## config.mk

```make
export PLATFORM = sky130hd
export DESIGN_NAME = dram_refresh_ecc_control
export DESIGN_NICKNAME = d
export VERILOG_FILES = /design/src/design/dram_ctl_pkg.sv /design/src/design/dram_refresh_ecc_control.sv /design/src/design/refresh_queue.sv /design/src/design/strobe_sampler.sv
export SDC_FILE = /design/constraint.sdc
export NUM_CORES = 1
export LEC_CHECK = 0
export BUFFER_PORTS_ARGS = -buffer_cell sky130_fd_sc_hd__buf_2
export CORE_MARGIN = 3
export CORE_UTILIZATION = 45
export CTS_BUF_LIST = sky130_fd_sc_hd__clkbuf_4
export CTS_CLUSTER_SIZE = 25
export DETAILED_ROUTE_END_ITERATION = 16
export PLACE_DENSITY = 0.74
export SKIP_CTS_REPAIR_TIMING = 1
export SYNTH_ARGS = -nofsm -noshare
export SYNTH_HDL_FRONTEND = slang
export SYNTH_HIERARCHICAL = 1
export SYNTH_SLANG_ARGS = --single-unit
```

## constraint.sdc

```tcl
create_clock -name aclk -period 2.4 [get_ports aclk]
set_input_delay 0.12 -clock aclk [delete_from_list [all_inputs] [get_ports aclk]]
set_output_delay 0.12 -clock aclk [all_outputs]
set_load 0.1 [all_outputs]
```

## src/design/dram_ctl_pkg.sv

```systemverilog
package dram_ctl_pkg;

   // Register indices; the byte address is four times the index
   localparam int ADDR_W = 10;
   localparam logic [7:0] IDX_REFRESH_WM = 8'h82;
   localparam logic [7:0] IDX_STROBE = 8'h83;
   localparam logic [7:0] IDX_ECC_DIAG = 8'h84;
   localparam logic [7:0] IDX_SYNDROME = 8'h86;
   localparam logic [7:0] IDX_ERR_STATUS = 8'hc8;

   // Reset values
   localparam logic [7:0] RST_REFRESH_WM = 8'h80;
   localparam logic [7:0] RST_STROBE = 8'h0a;
   localparam logic [15:0] RST_ECC_DIAG = 16'h0000;
   localparam logic [7:0] RST_SYNDROME = 8'h00;

   // Field layout
   localparam int WM_LSB = 4;
   localparam int WM_W = 4;
   localparam int DLY_W = 5;
   localparam int DIAG_EN_BIT = 15;
   localparam int DIAG_VEC_W = 8;
   localparam int SYN_W = 8;
   localparam int ERR_FLAG_BIT = 0;
   localparam int ERR_MULTI_BIT = 1;

   localparam logic [1:0] RESP_OKAY = 2'b00;
   localparam logic [1:0] RESP_SLVERR = 2'b10;

   typedef enum logic {RF_IDLE, RF_BURST} rf_state_t;

   typedef struct packed {
      logic valid;
      logic multi;
      logic [SYN_W-1:0] syndrome;
   } ecc_err_t;

   typedef struct packed {
      logic valid;
      logic [DIAG_VEC_W-1:0] check;
   } ecc_check_t;

endpackage : dram_ctl_pkg

```

## src/design/dram_refresh_ecc_control.sv

```systemverilog
// Function
// - A four-bit counter tracks up to fifteen pending refreshes.
// - Refresh requests wait in the counter while the memory is busy.
// - At or above the watermark, all pending refreshes go back to back.
// - Watermark resets to eight; refresh control reads 80h, low nibble zero.
// - Five-bit delay field shifts the read strobe; reads only.
// - The strobe is delayed into the half-clock data window to sample.
// - Diagnostic enable applies the invert vector to written check bits.
// - Invert vector bit k flips check bit k of each written block.
// - Sixteen-bit diagnostic register resets to zero, inversion off.
// - A read ECC error loads the eight-bit syndrome field.
// - The syndrome stays frozen until software clears the error flag.
// - A multi-bit error after a captured single-bit one overwrites it.
// - Other errors before the flag clears are not recorded.
// - The syndrome register is read-only and resets to zero.
// - The error flag clears only through error status bit 0.
`timescale 1ns/1ps
module dram_refresh_ecc_control #(
   parameter int DQ_W = 16
) (
   input wire logic aclk,
   input wire logic aresetn,
   input wire logic [dram_ctl_pkg::ADDR_W-1:0] s_axi_awaddr,
   input wire logic s_axi_awvalid,
   output logic s_axi_awready,
   input wire logic [31:0] s_axi_wdata,
   input wire logic [3:0] s_axi_wstrb,
   input wire logic s_axi_wvalid,
   output logic s_axi_wready,
   output logic [1:0] s_axi_bresp,
   output logic s_axi_bvalid,
   input wire logic s_axi_bready,
   input wire logic [dram_ctl_pkg::ADDR_W-1:0] s_axi_araddr,
   input wire logic s_axi_arvalid,
   output logic s_axi_arready,
   output logic [31:0] s_axi_rdata,
   output logic [1:0] s_axi_rresp,
   output logic s_axi_rvalid,
   input wire logic s_axi_rready,
   input wire logic refresh_tick,
   input wire logic mem_busy,
   output logic refresh_issue,
   output logic [3:0] refresh_pending,
   input wire logic strobe_pin,
   input wire logic [DQ_W-1:0] dq_pin,
   input wire logic rd_en,
   output logic [DQ_W-1:0] rd_data,
   output logic rd_valid,
   input wire dram_ctl_pkg::ecc_check_t wr_check_in,
   output dram_ctl_pkg::ecc_check_t wr_check_out,
   input wire dram_ctl_pkg::ecc_err_t rd_err
);
   import dram_ctl_pkg::*;

   // Register state
   logic [WM_W-1:0] wm_reg;
   logic [DLY_W-1:0] dly_reg;
   logic diag_en_reg;
   logic [DIAG_VEC_W-1:0] diag_vec_reg;
   logic [SYN_W-1:0] syn_reg;
   logic flag_reg;
   logic multi_reg;
   ecc_check_t check_reg;

   // Write channel state
   logic aw_hold_reg;
   logic [ADDR_W-1:0] aw_addr_reg;
   logic w_hold_reg;
   logic [31:0] w_data_reg;
   logic [3:0] w_strb_reg;
   logic bvalid_reg;
   logic [1:0] bresp_reg;

   // Read channel state
   logic rvalid_reg;
   logic [31:0] rdata_reg;
   logic [1:0] rresp_reg;

   // Write decode
   wire [7:0] wr_idx = aw_addr_reg[ADDR_W-1:2];
   wire do_write = aw_hold_reg && w_hold_reg && !bvalid_reg;
   wire wr_wm = do_write && (wr_idx == IDX_REFRESH_WM);
   wire wr_dly = do_write && (wr_idx == IDX_STROBE);
   wire wr_diag = do_write && (wr_idx == IDX_ECC_DIAG);
   wire wr_syn = do_write && (wr_idx == IDX_SYNDROME);
   wire wr_err = do_write && (wr_idx == IDX_ERR_STATUS);
   wire wr_hit = wr_wm || wr_dly || wr_diag || wr_syn || wr_err;

   // Write-one-to-clear of the error status bits, lane 0 only
   wire clr_flag = wr_err && w_strb_reg[0] &&
                   w_data_reg[ERR_FLAG_BIT];
   wire clr_multi = wr_err && w_strb_reg[0] && w_data_reg[ERR_MULTI_BIT];

   // A clear in the same cycle as a new error loses to the error
   wire flag_eff = flag_reg && !clr_flag;
   wire multi_eff = multi_reg && !clr_multi;
   wire load_first = rd_err.valid && !flag_eff;
   wire load_upgrade = rd_err.valid && flag_eff && !multi_eff &&
                       rd_err.multi;
   wire load_syn = load_first || load_upgrade;

   // Read decode
   wire [7:0] rd_idx = s_axi_araddr[ADDR_W-1:2];
   wire ar_fire = s_axi_arvalid && s_axi_arready;
   wire [31:0] rd_wm_word = 32'({wm_reg, 4'h0});
   wire [31:0] rd_dly_word = 32'(dly_reg);
   wire [31:0] rd_diag_word = 32'({diag_en_reg, 7'h00, diag_vec_reg});
   wire [31:0] rd_syn_word = 32'(syn_reg);
   wire [31:0] rd_err_word = 32'({multi_reg, flag_reg});
   wire rd_hit = (rd_idx == IDX_REFRESH_WM) || (rd_idx == IDX_STROBE) ||
                 (rd_idx == IDX_ECC_DIAG) || (rd_idx == IDX_SYNDROME) ||
                 (rd_idx == IDX_ERR_STATUS);
   wire [31:0] rd_word =
      (rd_idx == IDX_REFRESH_WM) ? rd_wm_word :
      (rd_idx == IDX_STROBE) ? rd_dly_word :
      (rd_idx == IDX_ECC_DIAG) ? rd_diag_word :
      (rd_idx == IDX_SYNDROME) ? rd_syn_word :
      (rd_idx == IDX_ERR_STATUS) ? rd_err_word : 32'h0000_0000;

   // Check-bit inversion only while diagnostics are enabled
   wire [DIAG_VEC_W-1:0] invert_mask =
      diag_en_reg ? diag_vec_reg : '0;

   assign s_axi_awready = !aw_hold_reg && !bvalid_reg;
   assign s_axi_wready = !w_hold_reg && !bvalid_reg;
   assign s_axi_bvalid = bvalid_reg;
   assign s_axi_bresp = bresp_reg;
   assign s_axi_arready = !rvalid_reg;
   assign s_axi_rvalid = rvalid_reg;
   assign s_axi_rdata = rdata_reg;
   assign s_axi_rresp = rresp_reg;
   assign wr_check_out = check_reg;

   always_ff @(posedge aclk) begin
      if (!aresetn) begin
         aw_hold_reg <= 1'b0;
         aw_addr_reg <= '0;
         w_hold_reg <= 1'b0;
         w_data_reg <= 32'h0000_0000;
         w_strb_reg <= 4'h0;
         bvalid_reg <= 1'b0;
         bresp_reg <= RESP_OKAY;
      end else begin
         if (s_axi_awvalid && s_axi_awready) begin
            aw_hold_reg <= 1'b1;
            aw_addr_reg <= s_axi_awaddr;
         end
         if (s_axi_wvalid && s_axi_wready) begin
            w_hold_reg <= 1'b1;
            w_data_reg <= s_axi_wdata;
            w_strb_reg <= s_axi_wstrb;
         end
         if (do_write) begin
            aw_hold_reg <= 1'b0;
            w_hold_reg <= 1'b0;
            bvalid_reg <= 1'b1;
            bresp_reg <= wr_hit ? RESP_OKAY : RESP_SLVERR;
         end else if (bvalid_reg && s_axi_bready) begin
            bvalid_reg <= 1'b0;
         end
      end
   end

   always_ff @(posedge aclk) begin
      if (!aresetn) begin
         rvalid_reg <= 1'b0;
         rdata_reg <= 32'h0000_0000;
         rresp_reg <= RESP_OKAY;
      end else if (ar_fire) begin
         rvalid_reg <= 1'b1;
         rdata_reg <= rd_word;
         rresp_reg <= rd_hit ? RESP_OKAY : RESP_SLVERR;
      end else if (rvalid_reg && s_axi_rready) begin
         rvalid_reg <= 1'b0;
      end
   end

   // Control registers; reserved bits are not stored and read as zero
   always_ff @(posedge aclk) begin
      if (!aresetn) begin
         wm_reg <= RST_REFRESH_WM[WM_LSB +: WM_W];
         dly_reg <= RST_STROBE[DLY_W-1:0];
         diag_en_reg <= RST_ECC_DIAG[DIAG_EN_BIT];
         diag_vec_reg <= RST_ECC_DIAG[DIAG_VEC_W-1:0];
      end else begin
         if (wr_wm && w_strb_reg[0]) begin
            wm_reg <= w_data_reg[WM_LSB +: WM_W];
         end
         // Reserved delay codes are stored as written, not filtered
         if (wr_dly && w_strb_reg[0]) begin
            dly_reg <= w_data_reg[DLY_W-1:0];
         end
         if (wr_diag && w_strb_reg[1]) begin
            diag_en_reg <= w_data_reg[DIAG_EN_BIT];
         end
         if (wr_diag && w_strb_reg[0]) begin
            diag_vec_reg <= w_data_reg[DIAG_VEC_W-1:0];
         end
      end
   end

   // Error capture; the syndrome has no software write path
   always_ff @(posedge aclk) begin
      if (!aresetn) begin
         syn_reg <= RST_SYNDROME;
         flag_reg <= 1'b0;
         multi_reg <= 1'b0;
      end else begin
         flag_reg <= flag_eff || load_syn;
         multi_reg <= load_syn ? rd_err.multi : multi_eff;
         if (load_syn) begin
            syn_reg <= rd_err.syndrome;
         end
      end
   end

   always_ff @(posedge aclk) begin
      if (!aresetn) begin
         check_reg <= '0;
      end else begin
         check_reg.valid <= wr_check_in.valid;
         check_reg.check <= wr_check_in.check ^ invert_mask;
      end
   end

   refresh_queue #(
      .CNT_W(WM_W)
   ) u_refresh (
      .aclk(aclk),
      .aresetn(aresetn),
      .tick(refresh_tick),
      .busy(mem_busy),
      .watermark(wm_reg),
      .issue(refresh_issue),
      .pending(refresh_pending)
   );

   strobe_sampler #(
      .DLY_W(DLY_W),
      .DQ_W(DQ_W)
   ) u_strobe (
      .aclk(aclk),
      .aresetn(aresetn),
      .strobe_pin(strobe_pin),
      .dq_pin(dq_pin),
      .rd_en(rd_en),
      .delay(dly_reg),
      .rd_data(rd_data),
      .rd_valid(rd_valid)
   );

   property p_syn_frozen;
      @(posedge aclk) disable iff (!aresetn)
      flag_reg && multi_reg && !clr_flag |=> $stable(syn_reg);
   endproperty
   a_syn_frozen: assert property (p_syn_frozen)
      else $error("syndrome changed while locked on multi-bit error");

   property p_syn_upgrade;
      @(posedge aclk) disable iff (!aresetn)
      flag_reg && !multi_reg && !clr_flag && rd_err.valid && rd_err.multi
      |=> multi_reg && (syn_reg == $past(rd_err.syndrome));
   endproperty
   a_syn_upgrade: assert property (p_syn_upgrade)
      else $error("multi-bit error did not overwrite single-bit capture");

   property p_first_capture;
      @(posedge aclk) disable iff (!aresetn)
      !flag_reg && rd_err.valid
      |=> flag_reg && (syn_reg == $past(rd_err.syndrome));
   endproperty
   a_first_capture: assert property (p_first_capture)
      else $error("first error not captured");

   property p_flag_sticky;
      @(posedge aclk) disable iff (!aresetn)
      flag_reg && !clr_flag |=> flag_reg;
   endproperty
   a_flag_sticky: assert property (p_flag_sticky)
      else $error("error flag dropped without software clear");

   property p_check_invert;
      @(posedge aclk) disable iff (!aresetn)
      1'b1 |=> wr_check_out.check == ($past(wr_check_in.check) ^
         ($past(diag_en_reg) ? $past(diag_vec_reg) : 8'h00));
   endproperty
   a_check_invert: assert property (p_check_invert)
      else $error("written check bits wrong for diagnostic setting");

   property p_wm_reset;
      @(posedge aclk)
      !aresetn |=> (rd_wm_word == 32'h0000_0080) &&
                   (rd_dly_word == 32'h0000_000a);
   endproperty
   a_wm_reset: assert property (p_wm_reset)
      else $error("control register reset value wrong");

   c_upgrade: cover property (@(posedge aclk) disable iff (!aresetn)
      load_upgrade);
   c_clear_race: cover property (@(posedge aclk) disable iff (!aresetn)
      clr_flag && rd_err.valid);
   c_diag_write: cover property (@(posedge aclk) disable iff (!aresetn)
      wr_check_in.valid && diag_en_reg && (diag_vec_reg != 8'h00));

endmodule : dram_refresh_ecc_control

```

## src/design/refresh_queue.sv

```systemverilog
`timescale 1ns/1ps
module refresh_queue #(
   parameter int CNT_W = 4
) (
   input wire logic aclk,
   input wire logic aresetn,
   input wire logic tick,
   input wire logic busy,
   input wire logic [CNT_W-1:0] watermark,
   output logic issue,
   output logic [CNT_W-1:0] pending
);
   import dram_ctl_pkg::*;

   rf_state_t state_reg;
   rf_state_t state_next;
   logic [CNT_W-1:0] pending_reg;
   logic [CNT_W-1:0] pending_next;
   wire full = &pending_reg;
   wire at_mark = (pending_reg >= watermark) && (pending_reg != '0);
   // A tick at full is kept only when a refresh leaves in the same cycle
   wire inc_ok = tick && (!full || issue);
   // Burst ignores busy; otherwise refreshes wait for an idle interface
   assign issue = (pending_reg != '0) &&
                  ((state_reg == RF_BURST) || !busy);
   assign pending = pending_reg;

   always_comb begin
      pending_next = pending_reg;
      if (inc_ok && !issue) begin
         pending_next = pending_reg + 1'b1;
      end else if (!inc_ok && issue) begin
         pending_next = pending_reg - 1'b1;
      end
      state_next = state_reg;
      case (state_reg)
         RF_IDLE: begin
            if (at_mark) begin
               state_next = RF_BURST;
            end
         end
         RF_BURST: begin
            if (pending_next == '0) begin
               state_next = RF_IDLE;
            end
         end
         default: state_next = RF_IDLE;
      endcase
   end

   always_ff @(posedge aclk) begin
      if (!aresetn) begin
         pending_reg <= '0;
         state_reg <= RF_IDLE;
      end else begin
         pending_reg <= pending_next;
         state_reg <= state_next;
      end
   end

   property p_burst_drains;
      @(posedge aclk) disable iff (!aresetn)
      (state_reg == RF_BURST) && (pending_reg != '0) |-> issue;
   endproperty
   a_burst_drains: assert property (p_burst_drains)
      else $error("burst stalled with refreshes pending");

   property p_busy_holds;
      @(posedge aclk) disable iff (!aresetn)
      busy && (state_reg == RF_IDLE) |-> !issue;
   endproperty
   a_busy_holds: assert property (p_busy_holds)
      else $error("refresh issued while busy below watermark");

   property p_saturate;
      @(posedge aclk) disable iff (!aresetn)
      full && !issue |=> full;
   endproperty
   a_saturate: assert property (p_saturate)
      else $error("refresh counter wrapped");

   property p_mark_bursts;
      @(posedge aclk) disable iff (!aresetn)
      at_mark ##1 (pending_reg != '0) |-> issue;
   endproperty
   a_mark_bursts: assert property (p_mark_bursts)
      else $error("watermark reached without burst");

   c_burst: cover property (@(posedge aclk) disable iff (!aresetn)
      (state_reg == RF_BURST) && busy && issue);

endmodule : refresh_queue

```

## src/design/strobe_sampler.sv

```systemverilog
`timescale 1ns/1ps
module strobe_sampler #(
   parameter int DLY_W = 5,
   parameter int DQ_W = 16
) (
   input wire logic aclk,
   input wire logic aresetn,
   input wire logic strobe_pin,
   input wire logic [DQ_W-1:0] dq_pin,
   input wire logic rd_en,
   input wire logic [DLY_W-1:0] delay,
   output logic [DQ_W-1:0] rd_data,
   output logic rd_valid
);
   localparam int DEPTH = 1 << DLY_W;

   logic [1:0] strobe_sync_reg;
   logic strobe_last_reg;
   logic [DQ_W-1:0] dq_meta_reg;
   logic [DQ_W-1:0] dq_sync_reg;
   logic [DEPTH-2:0] line_reg;
   logic [DQ_W-1:0] data_reg;
   logic valid_reg;

   // Both strobe edges carry data
   wire edge_now = strobe_sync_reg[1] ^ strobe_last_reg;
   wire [DEPTH-1:0] taps = {line_reg, edge_now};
   // The edge is pushed into the data-valid window, and only on reads
   wire sample = taps[delay] && rd_en;

   assign rd_data = data_reg;
   assign rd_valid = valid_reg;

   always_ff @(posedge aclk) begin
      if (!aresetn) begin
         strobe_sync_reg <= 2'b00;
         strobe_last_reg <= 1'b0;
         dq_meta_reg <= '0;
         dq_sync_reg <= '0;
         line_reg <= '0;
         data_reg <= '0;
         valid_reg <= 1'b0;
      end else begin
         strobe_sync_reg <= {strobe_sync_reg[0], strobe_pin};
         strobe_last_reg <= strobe_sync_reg[1];
         dq_meta_reg <= dq_pin;
         dq_sync_reg <= dq_meta_reg;
         line_reg <= taps[DEPTH-2:0];
         valid_reg <= sample;
         if (sample) begin
            data_reg <= dq_sync_reg;
         end
      end
   end

   property p_sample_data;
      @(posedge aclk) disable iff (!aresetn)
      sample |=> rd_valid && (rd_data == $past(dq_sync_reg));
   endproperty
   a_sample_data: assert property (p_sample_data)
      else $error("sampled data does not match delayed strobe");

   property p_reads_only;
      @(posedge aclk) disable iff (!aresetn)
      !rd_en |=> !rd_valid;
   endproperty
   a_reads_only: assert property (p_reads_only)
      else $error("strobe sampled outside a read");

   c_delayed: cover property (@(posedge aclk) disable iff (!aresetn)
      sample && (delay != '0));

endmodule : strobe_sampler

```

==> results.ini <==
[power_and_ir_drop]
leakage_nw=3.50
ir_drop_mv=0.358
clkPwrFrac_pct=29.0
p_comb_share_pct=19.0
powerDensity_nw_per_um2=659
seqPwrFrac_pct=52.1
p_sw_mw=1.81
power.total_mw=5.41
switching_share_pct=33.5
internal-power_mw=3.59

[sta]
finalCritPeriodShare_pct=90.5
max_freq_ghz=0.460
holdWs_ps=16.1
final.setup_skew_ps=16.3
worst_slew_pin_slew_ps=731
finalSetupViolCount=0
tns_ps=0
slew_viol_final=0
period_minus_slack_ps=2170
rsz0062_at_grt=false
slew_headroom_pct=51.2
hold_viol=0

[global_route]
grt_util_all_layers_pct=17.0
overflow=0
antenna_found_initial=0
grt_max_degree=69
grt_pass1_vias=4490
grt_pass1_wl_microns=22100

[placement]
hpwl_microns=9780
routabilityCongestion=0.868
placed_cells=974
port_buffers=119

[logic_synthesis]
ys_ff_latch=159
synth.distinct_cells=63
synth_edf_count=0
seq_area_frac_synth_pct=47.8
synth-async-reset-ratio_pct=0
syn_area_sq_um=6660
ys.flop_type=dfxtp_1
netlist_instances=707
ys.warnings.count=6
synth_area_per_cell_sq_um=9.41

[finish]
final_core_util_pct=57.9
fin_cells=1068
area_growth_pct=23.2
mostFrequentLayoutCell=dfxtp_1
drive_gt1_share_pct=21.4
nets=984
largest_register_ffs=31
fill_cells=1253
regArea_sq_um=3190
diodes=0
layout_common_cells=156 x dfxtp_1, 135 x nand2_1, 118 x buf_2, 79 x and2_1, 62 x dlygate4sd3_1
multiInputGateArea_sq_um=3130

[flow_run]
max-cap-violations=0

[routing]
vias_per_cell=4.84
drc=0
ant_nets=0
via_count=5168
wl_per_cell_microns=13.6
first_pass_iters=4
routed_wl_microns=14600
drt_first_iter_violations=279

[critical_path]
start_kind=flop
critPathMaxFanout=8
arrival_ps=2050
critPathCaptureType=output port
path_class=reg2out
crit_required_ps=2280

[clock_tree]
cts.sinks=159
root_buffer=clkbuf_4
cts.clk_slew.worst_paths_ps=140
clk_latency_ps=560
cts_tree=built
cts_buffers=17
clock_path_buffers=2
htreeDepth=4

[die]
pin_count=174
dieArea_sq_um=16300
core_sq_um=14100
fp.dieH_microns=128
num_rows=43
die-width_microns=128
initial_core_util_pct=47.0

[hold_path]
min_path_type=in2reg

[run_status]
status=finished, final reports clean

-- stage by stage --
step	area, sq um	setup slack (ps)
floorplan	6770	-49.0
global placement	7300	359
detailed placement	7300	310
CTS	7580	186
global route	8200	71.1
finish	8200	227
-- logic make-up (layout without fill, tap and decap cells) --
| kind of cell | Yosys count | in the layout | share of synthesized area (%) |
|---|---|---|---|
| multiplexers | 47 | 47 | 7.91 |
| adder cells (fa/ha/maj) | 7 | 7 | 1.32 |
| flip-flops | 159 | 159 | 47.8 |
| other | 1 | 25 | 0.0563 |
| AND/OR/NAND/NOR | 294 | 294 | 22.8 |
| XOR/XNOR | 9 | 9 | 1.18 |
| AO/OA/AOI/OAI | 109 | 109 | 11.8 |
| buffers and inverters | 81 | 238 | 7.11 |
-- cells in the mapped netlist, types with 4 or more instances --
cell | n | area share [%]
mux2_2 | 5 | 0.85
and2_1 | 79 | 7.4
ha_1 | 7 | 1.3
buf_4 | 26 | 2.9
o21ai_0 | 25 | 1.9
mux4_2 | 4 | 1.4
nor2b_1 | 12 | 1.1
clkbuf_1 | 28 | 1.6
buf_6 | 7 | 1.2
nand4_1 | 4 | 0.38
nand3_1 | 13 | 0.98
nand2_1 | 135 | 7.6
mux2i_1 | 38 | 5.7
xnor2_1 | 8 | 1.1
nor4_1 | 4 | 0.38
a21oi_1 | 10 | 0.75
inv_1 | 17 | 0.96
nand2b_1 | 7 | 0.66
a21boi_0 | 35 | 3.9
a31oi_1 | 5 | 0.47
nor2_1 | 17 | 0.96
dfxtp_1 | 159 | 48
-- metal layers --
layer  wire length [microns]  track usage, %  vias up
met3                     696            3.64       21
li1                        -               -     2657
met5                       0               0        -
met4                     282            7.05        0
met1                    6640            23.0     2351
met2                    6940            26.4      139
-- power groups by stage --
stage	combinational (mW)	sequential (mW)	clock (mW)
2_1_floorplan	0.635	3.04	0
3_5_place_dp	0.943	2.87	0
3_3_place_gp	0.937	2.87	0
5_1_grt	1.10	2.83	1.73
4_1_cts	0.944	2.81	1.61
6_report	1.03	2.82	1.57
-- worst max-delay path: stages (launching register included) --
cell and delay [ps]:
dfxtp_2 430, inv_1 120, ha_1 220, nor3b_4 170, nor2_4 130, buf_2 430
-- final cells by class --
| type | instances | share of cell area (%) |
|---|---|---|
| Clock inverter | 15 | 1.82 |
| Clock buffer | 17 | 1.56 |
| Multi-Input combinational cell | 491 | 38.2 |
| Tap cell | 180 | 2.75 |
| Timing Repair Buffer | 189 | 16.1 |
| Inverter | 17 | 0.778 |
| Sequential cell | 159 | 38.9 |
-- worst paths after layout --
kind         slack [ps]  cells after the start                    to                    start
min reg2reg         450                      2   u_strobe/rd_data[5]  u_strobe/dq_sync_reg[5]
max                 230                      5         refresh_issue     u_refresh/pending[1]
max reg2reg         310                      7  u_strobe/rd_data[14]               dly_reg[0]
min                  20                      3        s_axi_rdata[7]                  aresetn
Power figures use the tool's default switching activity.
